==> src/fcd_pkg.sv <==
// Shared constants for the coefficient download link.
`default_nettype none
package fcd_pkg;
    // ---------------------------------------------------------------
    // Word framing
    // ---------------------------------------------------------------
    localparam int          BCAST_BIT      = 31;
    localparam int          DADDR_HI       = 30;
    localparam int          DADDR_LO       = 28;
    localparam int          SIGN_BIT       = 26;
    localparam int          REG_ADDR_LO    = 16;
    localparam logic [11:0] REG_ADDR_CTL1  = 12'h001;
    localparam logic [15:0] CTL1_RESET     = 16'h001A;
    localparam int          CTL_ARM_BIT    = 15;
    localparam int          CTL_RDSTAT_BIT = 11;
    localparam int          CTL_FLEN_LO    = 5;
    localparam int          CTL_DEC_LO     = 0;
    localparam logic [15:0] CTL_SELFCLR    = 16'hFE00;
    localparam int          STAT_DLOK_BIT  = 7;
    localparam int          MAX_COEFFS     = 48;
    localparam int          COEFFS_PER_STEP = 6;
    // ---------------------------------------------------------------
    // Timing: half a master-clock period per unused slot, at 100 MHz
    // ---------------------------------------------------------------
    localparam int          CLK_PERIOD_PS  = 10000;
    localparam int          FILL_SLOT_PS   = CLK_PERIOD_PS / 2;
    localparam int          FILL_SLOT_CYC  =
        (FILL_SLOT_PS + CLK_PERIOD_PS - 1) / CLK_PERIOD_PS;
    // ---------------------------------------------------------------
    // Host register map over Wishbone
    // ---------------------------------------------------------------
    localparam logic [3:0]  HREG_CTRL      = 4'h0;
    localparam logic [3:0]  HREG_COEF      = 4'h4;
    localparam logic [3:0]  HREG_STAT      = 4'h8;
    localparam logic [3:0]  HREG_RESULT    = 4'hC;
endpackage
`default_nettype wire

==> src/fcd_link_if.sv <==
// Word link between the host controller and the device.
`default_nettype none
interface fcd_link_if;
    logic        word_valid;
    logic [31:0] word_data;
    logic        word_ready;
    logic        stat_valid;
    logic [15:0] stat_data;
    modport host (output word_valid, output word_data, input word_ready,
                  input stat_valid, input stat_data);
    modport device (input word_valid, input word_data, output word_ready,
                    output stat_valid, output stat_data);
endinterface
`default_nettype wire

==> src/fcd_device.sv <==
// Device end: register writes, coefficient download, checksum and zero-fill.
`default_nettype none
module fcd_device (
    // Clock and reset
    input  wire logic        CLOCK_I,
    input  wire logic        RST_I,
    // Link to host
    fcd_link_if.device       link,
    // Pins and observed state
    input  wire logic [2:0]  ADDR_PINS_I,
    output logic      [15:0] CONTROL_ONE_O,
    output logic      [15:0] STATUS_O,
    output logic             LOADING_O
);
    typedef enum logic [1:0] {ST_REG, ST_COEF, ST_FILL} fcd_state_e;

    fcd_state_e  state_q;
    logic [15:0] ctl_q;
    logic [15:0] sum_q;
    logic [5:0]  idx_q;
    logic [5:0]  ncoef_q;
    logic        dlok_q;
    logic        stv_q;
    logic [26:0] coef_q [fcd_pkg::MAX_COEFFS];
    logic        hit;
    logic        take;
    logic [15:0] byte_sum;
    logic [3:0]  flen;
    logic [5:0]  ncoef_d;

    // ---------------------------------------------------------------
    // Word decode
    // ---------------------------------------------------------------
    assign hit = link.word_data[fcd_pkg::BCAST_BIT] ||
        (link.word_data[fcd_pkg::DADDR_HI:fcd_pkg::DADDR_LO] == ADDR_PINS_I);
    assign take = link.word_valid && link.word_ready && hit;
    assign byte_sum = 16'(link.word_data[31:24]) + 16'(link.word_data[23:16])
        + 16'(link.word_data[15:8]) + 16'(link.word_data[7:0]);
    assign flen = link.word_data[fcd_pkg::CTL_FLEN_LO +: 4];
    // Half the taps: odd codes n give (n+1)/2 steps of six coefficients.
    assign ncoef_d = (flen == 4'h0) ? 6'h00 :
        6'((({2'h0, flen} + 6'h01) >> 1) * fcd_pkg::COEFFS_PER_STEP);

    // ---------------------------------------------------------------
    // Sequencer
    // ---------------------------------------------------------------
    always_ff @(posedge CLOCK_I) begin
        if (RST_I) begin
            state_q <= ST_REG;
            idx_q   <= 6'h00;
            ncoef_q <= 6'h00;
            sum_q   <= 16'h0000;
        end else begin
            case (state_q)
                ST_REG: begin
                    if (take && link.word_data[27:16] == fcd_pkg::REG_ADDR_CTL1 &&
                        link.word_data[fcd_pkg::CTL_ARM_BIT] && ncoef_d != 6'h00) begin
                        state_q <= ST_COEF;
                        ncoef_q <= ncoef_d;
                        idx_q   <= 6'h00;
                        sum_q   <= 16'h0000;
                    end
                end
                ST_COEF: begin
                    if (take) begin
                        if (idx_q == ncoef_q) begin
                            // Slots above the loaded set are all cleared in the first fill cycle; fill lasts one cycle per slot.
                            state_q <= ST_FILL;
                        end else begin
                            sum_q <= sum_q + byte_sum;
                            idx_q <= idx_q + 6'h01;
                        end
                    end
                end
                ST_FILL: begin
                    if (idx_q >= 6'(fcd_pkg::MAX_COEFFS - 1)) begin
                        state_q <= ST_REG;
                    end
                    idx_q <= idx_q + 6'h01;
                end
                default: state_q <= ST_REG;
            endcase
        end
    end

    // ---------------------------------------------------------------
    // Coefficient store, one generate entry per slot
    // ---------------------------------------------------------------
    for (genvar g = 0; g < fcd_pkg::MAX_COEFFS; g++) begin : g_coef
        always_ff @(posedge CLOCK_I) begin
            if (RST_I) begin
                coef_q[g] <= 27'h0000000;
            end else if (state_q == ST_COEF && take && idx_q == 6'(g) &&
                         idx_q != ncoef_q) begin
                coef_q[g] <= link.word_data[fcd_pkg::SIGN_BIT:0];
            end else if (state_q == ST_FILL && idx_q <= 6'(g)) begin
                coef_q[g] <= 27'h0000000;
            end
        end
    end

    // ---------------------------------------------------------------
    // Control register and download flag
    // ---------------------------------------------------------------
    always_ff @(posedge CLOCK_I) begin
        if (RST_I) begin
            ctl_q <= fcd_pkg::CTL1_RESET;
        end else if (state_q == ST_REG && take &&
                     link.word_data[27:16] == fcd_pkg::REG_ADDR_CTL1) begin
            ctl_q <= link.word_data[15:0];
        end else begin
            ctl_q <= ctl_q & ~fcd_pkg::CTL_SELFCLR;
        end
    end

    always_ff @(posedge CLOCK_I) begin
        if (RST_I) begin
            dlok_q <= 1'b0;
        end else if (state_q == ST_REG && take &&
                     link.word_data[27:16] == fcd_pkg::REG_ADDR_CTL1 &&
                     link.word_data[fcd_pkg::CTL_ARM_BIT]) begin
            dlok_q <= 1'b0;
        end else if (state_q == ST_COEF && take && idx_q == ncoef_q) begin
            dlok_q <= (link.word_data[15:0] == sum_q) &&
                      (link.word_data[27:16] == 12'h000);
        end
    end

    // Status readback: a control write with the read-status bit answers once.
    always_ff @(posedge CLOCK_I) begin
        if (RST_I) begin
            stv_q <= 1'b0;
        end else begin
            stv_q <= state_q == ST_REG && take &&
                     link.word_data[27:16] == fcd_pkg::REG_ADDR_CTL1 &&
                     link.word_data[fcd_pkg::CTL_RDSTAT_BIT];
        end
    end

    // Words are refused during zero-fill, which enforces the wait on the host.
    assign link.word_ready = (state_q != ST_FILL);
    assign link.stat_valid = stv_q;
    assign link.stat_data  = STATUS_O;

    // ---------------------------------------------------------------
    // Outputs
    // ---------------------------------------------------------------
    always_ff @(posedge CLOCK_I) begin
        if (RST_I) begin
            CONTROL_ONE_O <= fcd_pkg::CTL1_RESET;
            STATUS_O      <= 16'h0000;
            LOADING_O     <= 1'b0;
        end else begin
            CONTROL_ONE_O <= ctl_q;
            STATUS_O      <= 16'(dlok_q) << fcd_pkg::STAT_DLOK_BIT;
            LOADING_O     <= (state_q != ST_REG);
        end
    end
endmodule
`default_nettype wire

==> src/flat_wrapper.sv <==
// flat-port wrapper written by rule: the top's interface ports become plain ports
module fcd_device_flat 
  (CLOCK_I, RST_I, ADDR_PINS_I, CONTROL_ONE_O, STATUS_O, LOADING_O, link_word_valid, link_word_data, link_word_ready, link_stat_valid, link_stat_data);
  fcd_link_if link_i ();
  input  wire logic CLOCK_I;
  input  wire logic RST_I;
  input  wire logic [2:0] ADDR_PINS_I;
  output logic      [15:0] CONTROL_ONE_O;
  output logic      [15:0] STATUS_O;
  output logic LOADING_O;
  input wire logic [$bits(link_i.word_valid)-1:0] link_word_valid;
  input wire logic [$bits(link_i.word_data)-1:0] link_word_data;
  output wire logic [$bits(link_i.word_ready)-1:0] link_word_ready;
  output wire logic [$bits(link_i.stat_valid)-1:0] link_stat_valid;
  output wire logic [$bits(link_i.stat_data)-1:0] link_stat_data;
  assign link_i.word_valid = link_word_valid;
  assign link_i.word_data = link_word_data;
  assign link_word_ready = link_i.word_ready;
  assign link_stat_valid = link_i.stat_valid;
  assign link_stat_data = link_i.stat_data;
  fcd_device u_core (.CLOCK_I(CLOCK_I), .RST_I(RST_I), .link(link_i), .ADDR_PINS_I(ADDR_PINS_I), .CONTROL_ONE_O(CONTROL_ONE_O), .STATUS_O(STATUS_O), .LOADING_O(LOADING_O));
endmodule
==> config.mk <==
export PLATFORM = sky130hd
export DESIGN_NAME = fcd_device_flat
export DESIGN_NICKNAME = d
export VERILOG_FILES = /design/src/fcd_pkg.sv /design/src/fcd_link_if.sv /design/src/fcd_device.sv /design/src/flat_wrapper.sv
export SDC_FILE = /design/constraint.sdc
export NUM_CORES = 1
export LEC_CHECK = 0
export ABC_AREA = 1
export BUFFER_PORTS_ARGS = -buffer_cell sky130_fd_sc_hd__buf_4
export CAP_MARGIN = 30
export CORE_UTILIZATION = 35
export CTS_BUF_LIST = sky130_fd_sc_hd__clkbuf_4 sky130_fd_sc_hd__clkbuf_8
export CTS_CLUSTER_SIZE = 28
export DETAILED_ROUTE_END_ITERATION = 7
export PLACE_DENSITY = 0.53
export SLEW_MARGIN = 20
export SYNTH_ARGS = -nofsm -noshare
export SYNTH_HDL_FRONTEND = slang
export SYNTH_SLANG_ARGS = --single-unit
==> constraint.sdc <==
create_clock -name CLOCK_I -period 5.5 [get_ports CLOCK_I]
set_clock_uncertainty 0.05 [all_clocks]
set_input_delay 0.55 -clock CLOCK_I [delete_from_list [all_inputs] [get_ports CLOCK_I]]
set_output_delay 0.55 -clock CLOCK_I [all_outputs]
set_load 0.02 [all_outputs]
==> results of run 1 <==
-- cell type report --
class | count | area (µm²)
clock buffers | 10 | 138
clock inverters | 6 | 67.6
fillers | 1438 | 7820
inverters | 127 | 477
multi-input cells | 492 | 2800
flip-flops and latches | 65 | 1300
well taps | 176 | 220
repair buffers | 60 | 472
-- sequential cells by signal, indices dropped and copies added, names as in the netlist --
register / count
u_core.CONTROL_ONE_O: 16
u_core.LOADING_O: 1
u_core.STATUS_O: 1
u_core.ctl_q: 16
u_core.dlok_q: 1
u_core.idx_q: 6
u_core.link.stat_valid: 1
u_core.ncoef_q: 5
u_core.state_q: 2
u_core.sum_q: 16
-- layout by cell type (no fill, tap or decap), drive strengths merged, types with 10 or more instances in the layout --
| cell | netlist | final |
|---|---|---|
| o21ai | 12 | 12 |
| fa | 18 | 18 |
| buf | 38 | 59 |
| conb | 1 | 30 |
| xor2 | 15 | 15 |
| nand2 | 133 | 133 |
| a21oi | 42 | 42 |
| inv | 126 | 126 |
| dfxtp | 65 | 65 |
| nand4 | 10 | 10 |
| nand3 | 61 | 61 |
| nor2 | 106 | 106 |
| ha | 33 | 33 |
| clkbuf | 8 | 11 |
-- power by group through the flow --
stage | clock network [mW] | registers (mW) | logic [mW]
final | 0.425 | 0.549 | 0.936
after global routing | 0.455 | 0.555 | 1.07
after CTS | 0.437 | 0.549 | 0.924
after detailed placement | 0 | 0.560 | 0.917
after global placement | 0 | 0.558 | 0.908
after floorplan | 0 | 0.551 | 0.732
-- per-stage QoR --
step                       util  power [mW]
after floorplan               -        1.28
after global placement    0.394        1.47
after detailed placement  0.394        1.48
after CTS                 0.409        1.91
after global routing      0.412        2.08
final                     0.412        1.91
-- critical path: stages --
cell and delay, ns:
buf_4 0.09, ha_1 0.16, inv_1 0.05, fa_1 0.40
o21ai_0 0.33, nand2_1 0.09, nand2_1 0.07, a21oi_1 0.08
xor2_1 0.14, inv_1 0.07, fa_1 0.48, inv_1 0.06
fa_1 0.51, inv_1 0.05, ha_1 0.33, a21oi_1 0.25
nand2_1 0.09, nand2_1 0.08, nand3_1 0.14, nand2_1 0.09
nand2_1 0.05, nor2_1 0.08, nand3_1 0.08, a21oi_1 0.18
-- kinds of logic (layout without fill, tap and decap cells) --
kind of cell	count (synthesis)	after routing	share of synthesized area
buffers and inverters	173	203	0.164
and+or+nand+nor	322	322	0.281
xor gates and xnor gates	24	24	0.0440
DFF	65	65	0.272
adders and majority gates	51	51	0.162
other	1	30	0.000785
AOI/OAI and AO/OA	65	65	0.0760
-- worst max-delay path by stage --
stage,startpoint,end,slack [ns],cells past startpoint
after floorplan,link_word_data[16],u_core.sum_q[15],1.40,23
after global placement,link_word_data[16],u_core.sum_q[13],0.93,25
after detailed placement,link_word_data[16],u_core.sum_q[13],0.89,25
after CTS,link_word_data[16],u_core.sum_q[13],1.24,25
after global routing,link_word_data[16],u_core.sum_q[11],0.87,24
final,link_word_data[16],u_core.sum_q[11],1.22,24
-- layer usage --
metal,routed length [µm],part of all wire
met1,5640,0.47
met2,5730,0.48
met3,436,0.037
met4,112,0.0094
met5,0,0
==> results.yml, run 1 <==
cts:
  root_buffer: "clkbuf_8"
  cts_sinks: 65
  numCtsBuffers: 9
  cts_hold_buf: 0
  post_cts_buffers: 0
  ctsHtreeMaxLevel: 3
  cts_resized: 0
  clock_latency_ns: 0.34
  path_clk_slew_ns: 0.08
  cts.path.max_buffers: 2
  cts_tree: "yes"
timing:
  setup_viol: 0
  tns_ns: 0
  period_share: 0.779
  tightest_slew_ns: 0.893
  period_needed_ns: 4.28
  maxSlewHeadroom: 0.403
  slew_viol_final: 0
  rsz0062_at_grt: "no"
  fmax_ghz: 0.234
  setup_ws_ns: 1.22
  hold_viol: 0
  holdWs_ns: 0.351
placement:
  dpl.hpwl_um: 9430
  io_buffers: 58
  placed_area_um2: 5240
  dp_cells: 918
  post-place-ws_ns: 0.888
  place_congestion: 0.881
setup_path:
  r2r_cells: 12
  cp_max_fo: 5
  end_kind: "flip-flop"
  ff2ff_setup_slack_ns: 2.74
  worst_setup_path_start_kind: "input port"
  path_class: "in2reg"
  r2r-start: "u_core.sum_q[1]"
  cp.arrival_ns: 4.51
  cp_data_required_time_ns: 5.73
  critical_path.reg2reg.endpoint: "u_core.sum_q[7]"
yosys:
  synth_area_leaders: "dfxtp_1 27%, nand2_1 10%, inv_1 9.7%"
  netlist_instances: 701
  ys.warnings.count: 0
  synth_area_leader_cell: "dfxtp_1"
  syn_area_um2: 4780
  ys_types: 32
  synth_edf_count: 0
  synth_commonest_cells: "131 x nand2_1, 123 x inv_1, 105 x nor2_1, 65 x dfxtp_1, 60 x nand3_1"
  syn-mean-instance-area_um2: 6.81
  ys_ff_latch: 65
  ys_seq_area_frac: 0.272
  yosysTopAreaCellShare: 0.272
  async_flop_share: 0
  yosysMostFrequentCell: "nand2_1"
  synth_ff_type: "dfxtp_1"
power_and_ir_drop:
  pwr-share-seq: 0.287
  p_comb_frac: 0.490
  power.density_nw_per_um2: 349
  switching_share: 0.439
  p_int_mw: 1.07
  switchingPower_uw: 838
  p_leak_nw: 2.83
  clock_power_share: 0.223
  peakVddDrop_mv: 0.110
global_route:
  grtUsageMet1: 0.232
  grt.overflow.total: 0
  grt_pass1_wl_um: 19700
  grt_usage: 0.178
  first_global_vias: 4068
  grtUsageMet3: 0.0220
  grt_busiest_layer: "met2"
  grt_max_degree: 36
  use_met2: 0.307
  antenna_found_initial: 0
die:
  ios: 89
  rows: 42
  initial_utilization: 0.359
  die_area_um2: 14100
  die_w_um: 119
  coreArea_um2: 13300
  die_h_um: 119
hold_path:
  min_to: "u_core.CONTROL_ONE_O[15]"
  worstHoldStart: "u_core.ctl_q[15]"
  hp-class: "reg2reg"
  hold-path-cell-count: 2
detailed_routing:
  drc: 0
  vias: 4287
  antenna_left: 0
  firstDrtPassIters: 4
  via_per_inst: 4.58
  drt_iter0_drc: 225
  routed_wl_um: 11900
  post_drt_wl_per_cell_um: 12.7
final_layout:
  final_nets: 844
  layoutNonFillerInstCount: 936
  antennaDiodeCount: 0
  syn2layout_area_growth_pct: 14.7
  design_area_um2: 5480
  layout-drive-gt1-share: 0.116
run_status:
  status: "complete, no violations"
run:
  cap_violations: 0
(Power assumes the default switching activity.)
==> run 2: changes to the inputs <==
Settings changed: PLACE_DENSITY 0.53 to 0.55.
Clock period 5.5 ns to 3.92 ns, I/O delays scaled along.
==> run 2 against run 1 <==
Effect of this change:
- power up 53%
- register-to-register slack got worse by 1.4 ns
- combinational power grew 61%
- setup slack worse by 1.0 ns
- sequential power up 40%
- clock-buffer cell count rose by 1
- first-iteration DRC count fell by 12%
- largest power group unchanged
- final area up 4.8%
==> results.yml, run 2 (same netlist as run 1, synthesis figures left out) <==
detailed_routing:
  drc: 0
  routed_wl_um: 11700
  firstDrtPassIters: 4
  post_drt_wl_per_cell_um: 12.1
  drt_iter0_drc: 197
  antenna_left: 0
  vias: 4249
  via_per_inst: 4.43
timing:
  rsz0062_at_grt: "no"
  hold_viol: 0
  setup_viol: 0
  setup_ws_ns: 0.218
  tns_ns: 0
  period_share: 0.944
  fmax_ghz: 0.270
  period_needed_ns: 3.70
  slew_viol_final: 0
  tightest_slew_ns: 0.754
  maxSlewHeadroom: 0.495
  holdWs_ns: 0.268
setup_path:
  end_kind: "flip-flop"
  critPathMaxStageDelay_ns: 0.50
  crit_chain: "buf_4 -> ha_4 -> a21oi_1 -> nand2_1 -> buf_4 -> nand4_1 -> o211ai_1 -> xor2_1 -> fa_1 -> inv_1 -> fa_1 -> inv_1 -> ha_1 -> a21o_1 -> nor2_1 -> nand2_2 -> or2_2 -> nand3_1 -> nand3_1 -> nand2_1 -> nor2_1"
  cp.arrival_ns: 3.90
  cp_data_required_time_ns: 4.12
  ff2ff_setup_slack_ns: 1.36
  critical_path.reg2reg.endpoint: "u_core.sum_q[8]"
  r2r_cells: 13
  r2r-start: "u_core.sum_q[3]"
  worst-path-stages: 21
  crit_slowest_cell: "fa_1"
  cp_max_fo: 4
  crit_family: "adder cells"
  path_class: "in2reg"
  critPathBufInv: 4
  worst_setup_path_start_kind: "input port"
  endpoint: "u_core.sum_q[8]"
  startpoint: "link_word_data[18]"
placement:
  dpl.hpwl_um: 9350
  post-place-ws_ns: -0.318
  dp_cells: 946
  place_congestion: 0.903
  io_buffers: 58
power_and_ir_drop:
  p_int_mw: 1.73
  p_leak_nw: 2.97
  p_comb_frac: 0.517
  clock_power_share: 0.220
  pwr-share-seq: 0.263
  peakVddDrop_mv: 0.181
  power.density_nw_per_um2: 509
  switching_share: 0.407
  switchingPower_mw: 1.19
global_route:
  grt_usage: 0.176
  grtUsageMet1: 0.223
  grt_pass1_wl_um: 19800
  grt_busiest_layer: "met2"
  antenna_found_initial: 0
  first_global_vias: 4129
  grt_max_degree: 25
  grt.overflow.total: 0
  use_met2: 0.299
  grtUsageMet3: 0.0302
cts:
  path_clk_slew_ns: 0.07
  cts_resized: 0
  numCtsBuffers: 9
  post_cts_buffers: 0
  cts_tree: "yes"
  cts_hold_buf: 0
  clock_latency_ns: 0.34
  cts.path.max_buffers: 2
  cts_sinks: 65
  root_buffer: "clkbuf_8"
  ctsHtreeMaxLevel: 3
final_layout:
  layout_commonest_cell: "nand2_1"
  fillCellCount: 1412
  final_cell_mix: "128 x nand2_1, 123 x inv_1, 105 x nor2_1"
  final_util: 0.432
  layout-drive-gt1-share: 0.158
  antennaDiodeCount: 0
  largestRegisters: "u_core.CONTROL_ONE_O x16, u_core.ctl_q x16, u_core.sum_q x16"
  final_nets: 870
  syn2layout_area_growth_pct: 20.2
  layoutNonFillerInstCount: 960
die:
  die_area_um2: 14100
  rows: 42
  initial_utilization: 0.359
  ios: 89
  coreArea_um2: 13300
  die_h_um: 119
  die_w_um: 119
hold_path:
  hp-class: "in2reg"
run:
  cap_violations: 0
run_status:
  status: "complete, no violations"
run 2: how the worst min path moves through the flow:
| stage | from | to | slack, ns | cells past startpoint |
|---|---|---|---|---|
| 2_1_floorplan | u_core.ctl_q[10] | u_core.CONTROL_ONE_O[10] | 0.34 | 2 |
| 3_3_place_gp | u_core.ctl_q[11] | u_core.CONTROL_ONE_O[11] | 0.34 | 2 |
| 3_5_place_dp | u_core.ctl_q[11] | u_core.CONTROL_ONE_O[11] | 0.35 | 2 |
| 4_1_cts | link_word_data[3] | u_core.ctl_q[3] | 0.26 | 3 |
| 5_1_grt | link_word_data[13] | u_core.ctl_q[13] | 0.29 | 3 |
| 6_report | link_word_data[3] | u_core.ctl_q[3] | 0.27 | 3 |
run 2: power by group through the flow:
stage	combinational (mW)	sequential, mW	clock [mW]
finish	1.51	0.770	0.642
global route	1.73	0.776	0.685
CTS	1.45	0.770	0.656
detailed placement	1.44	0.784	0
global placement	1.43	0.783	0
floorplan	1.03	0.774	0
run 2: metrics by stage:
stage                     instance area, µm²  total power [mW]
after floorplan                         4890              1.80
after global placement                  5450              2.21
after detailed placement                5450              2.22
after CTS                               5660              2.88
after global routing                    5740              3.19
final                                   5740              2.93
run 2: layer usage:
layer | share of wire | wire, µm
met1 | 0.48 | 5620
met2 | 0.46 | 5380
met4 | 0.022 | 254
met3 | 0.034 | 397
met5 | 0 | 0
run 2: tightest hold or removal path, stage by stage:
cell and delay (ns):
buf_4 0.12, nand2_1 0.05, o21ai_0 0.05
run 2: cell type report:
class	instances	area, µm²	share of cell area
inverter	127	477	0.0830
clock buffer	11	151	0.0264
sequential	65	1300	0.227
tap	176	220	0.0384
timing repair buffer	86	646	0.112
multi-input combinational	492	2880	0.502
clock inverter	3	65.1	0.0113
==> run 3: changes to the inputs <==
Settings changed: CORE_UTILIZATION 35 to 30, PLACE_DENSITY 0.55 to 0.51.
==> run 3 against run 2 <==
Effect of this change:
- largest power group unchanged
- worst hold slack worse by 0.013 ns
- cell count up 3.9%
- fmax down 0.53%
- via count down 1.1%
==> results.yml, run 3 (same netlist as run 1, synthesis figures left out) <==
detailed_routing:
  drc: 0
  antenna_left: 0
  via_per_inst: 4.22
  firstDrtPassIters: 4
  routed_wl_um: 12200
  post_drt_wl_per_cell_um: 12.2
  drt_iter0_drc: 220
  vias: 4204
timing:
  period_needed_ns: 3.72
  hold_viol: 0
  setup_ws_ns: 0.198
  holdWs_ns: 0.254
  slew_viol_final: 0
  setup_viol: 0
  tns_ns: 0
  tightest_slew_ns: 0.775
  fmax_ghz: 0.269
  maxSlewHeadroom: 0.482
  period_share: 0.949
die:
  coreArea_um2: 15400
  initial_utilization: 0.311
  die_area_um2: 16400
  die_h_um: 128
  ios: 89
  die_w_um: 128
  rows: 45
setup_path:
  cp_data_required_time_ns: 4.17
  cpMostUsedCell: "nand2_1"
  critPathMaxStageDelay_ns: 0.50
  worst_setup_path_start_kind: "input port"
  cp_max_fo: 5
  path_class: "in2reg"
  ff2ff_setup_slack_ns: 1.29
  startpoint: "link_word_data[17]"
  r2r-start: "u_core.sum_q[1]"
  cp.arrival_ns: 3.97
  end_kind: "flip-flop"
  crit_slowest_cell: "fa_1"
cts:
  clock_latency_ns: 0.36
  root_buffer: "clkbuf_8"
  numCtsBuffers: 9
  cts_hold_buf: 0
  cts_tree: "yes"
  post_cts_buffers: 0
  path_clk_slew_ns: 0.08
  ctsHtreeMaxLevel: 3
  cts_sinks: 65
  cts.path.max_buffers: 2
global_route:
  grt_max_degree: 29
  grt_usage: 0.155
  grt_pass1_wl_um: 19500
  first_global_vias: 3863
  antenna_found_initial: 0
  grt.overflow.total: 0
placement:
  dp_cells: 981
  placed_area_um2: 5490
  dpl.hpwl_um: 9500
  post-place-ws_ns: -0.334
  place_congestion: 0.846
  io_buffers: 58
final_layout:
  seqCellArea_um2: 1300
  layoutNonFillerInstCount: 997
  syn2layout_area_growth_pct: 22.1
  design_area_um2: 5830
  fillCellCount: 1669
  layout-drive-gt1-share: 0.164
  final_cell_mix: "127 x nand2_1, 123 x inv_1, 105 x nor2_1"
  final_util: 0.379
  layout_commonest_cell: "nand2_1"
  antennaDiodeCount: 0
  final_nets: 870
  largestRegisters: "u_core.CONTROL_ONE_O x16, u_core.ctl_q x16, u_core.sum_q x16"
  multi_input_area_um2: 2890
power_and_ir_drop:
  total_power_mw: 3.04
  power.density_nw_per_um2: 522
  p_leak_nw: 2.98
  peakVddDrop_mv: 0.180
hold_path:
  worstHoldStart: "link_word_data[3]"
  hp-class: "in2reg"
run:
  cap_violations: 0
run_status:
  status: "complete, no violations"
## run 3: cell count changes in the layout (fill, tap and decap cells not counted), sizes merged
cell,previous run,this run
bufinv,2,3
clkbuf,11,10
clkinv,2,3
clkinvlp,0,1
## run 3: routing by layer
layer | global-route usage | share of wire | vias to the layer above
li1 | - | - | 2271
met1 | 0.211 | 0.50 | 1835
met2 | 0.249 | 0.45 | 90
met3 | 0.0309 | 0.044 | 8
met4 | 0.0436 | 0.0087 | 0
met5 | 0 | 0 | -
## run 3: worst paths after layout
path | to | cells past startpoint
max | u_core.sum_q[11] | 26
min | u_core.ctl_q[3] | 3
min reg2reg | u_core.CONTROL_ONE_O[15] | 2
max reg2reg | u_core.sum_q[7] | 12
## run 3: layout make-up
| class | count | area share |
|---|---|---|
| multi-input combinational | 492 | 0.496 |
| sequential | 65 | 0.223 |
| timing repair buffer | 86 | 0.111 |
| inverter | 127 | 0.0817 |
| tap | 211 | 0.0453 |
| clock buffer | 10 | 0.0236 |
| clock inverter | 6 | 0.0197 |
## run 3: critical path, delay by kind of cell
kind | cells | cell delay, ns
xor gates and xnor gates | 1 | 0.15
and+or+nand+nor | 11 | 0.88
buffers and inverters | 7 | 0.61
AOI/OAI and AO/OA | 3 | 0.37
adders and majority gates | 4 | 1.56
## run 3: report_power, final
group	internal [mW]	switching, mW	total, mW	leakage [nW]
Sequential	0.715	0.0553	0.771	0.527
Clock	0.442	0.291	0.733	0.123
Combinational	0.638	0.899	1.54	2.33
## run 3: timing repair
item	CTS	global route
endpoints found under the hold margin	0	0
resized for setup	0	17
endpoints found under the setup margin	0	11
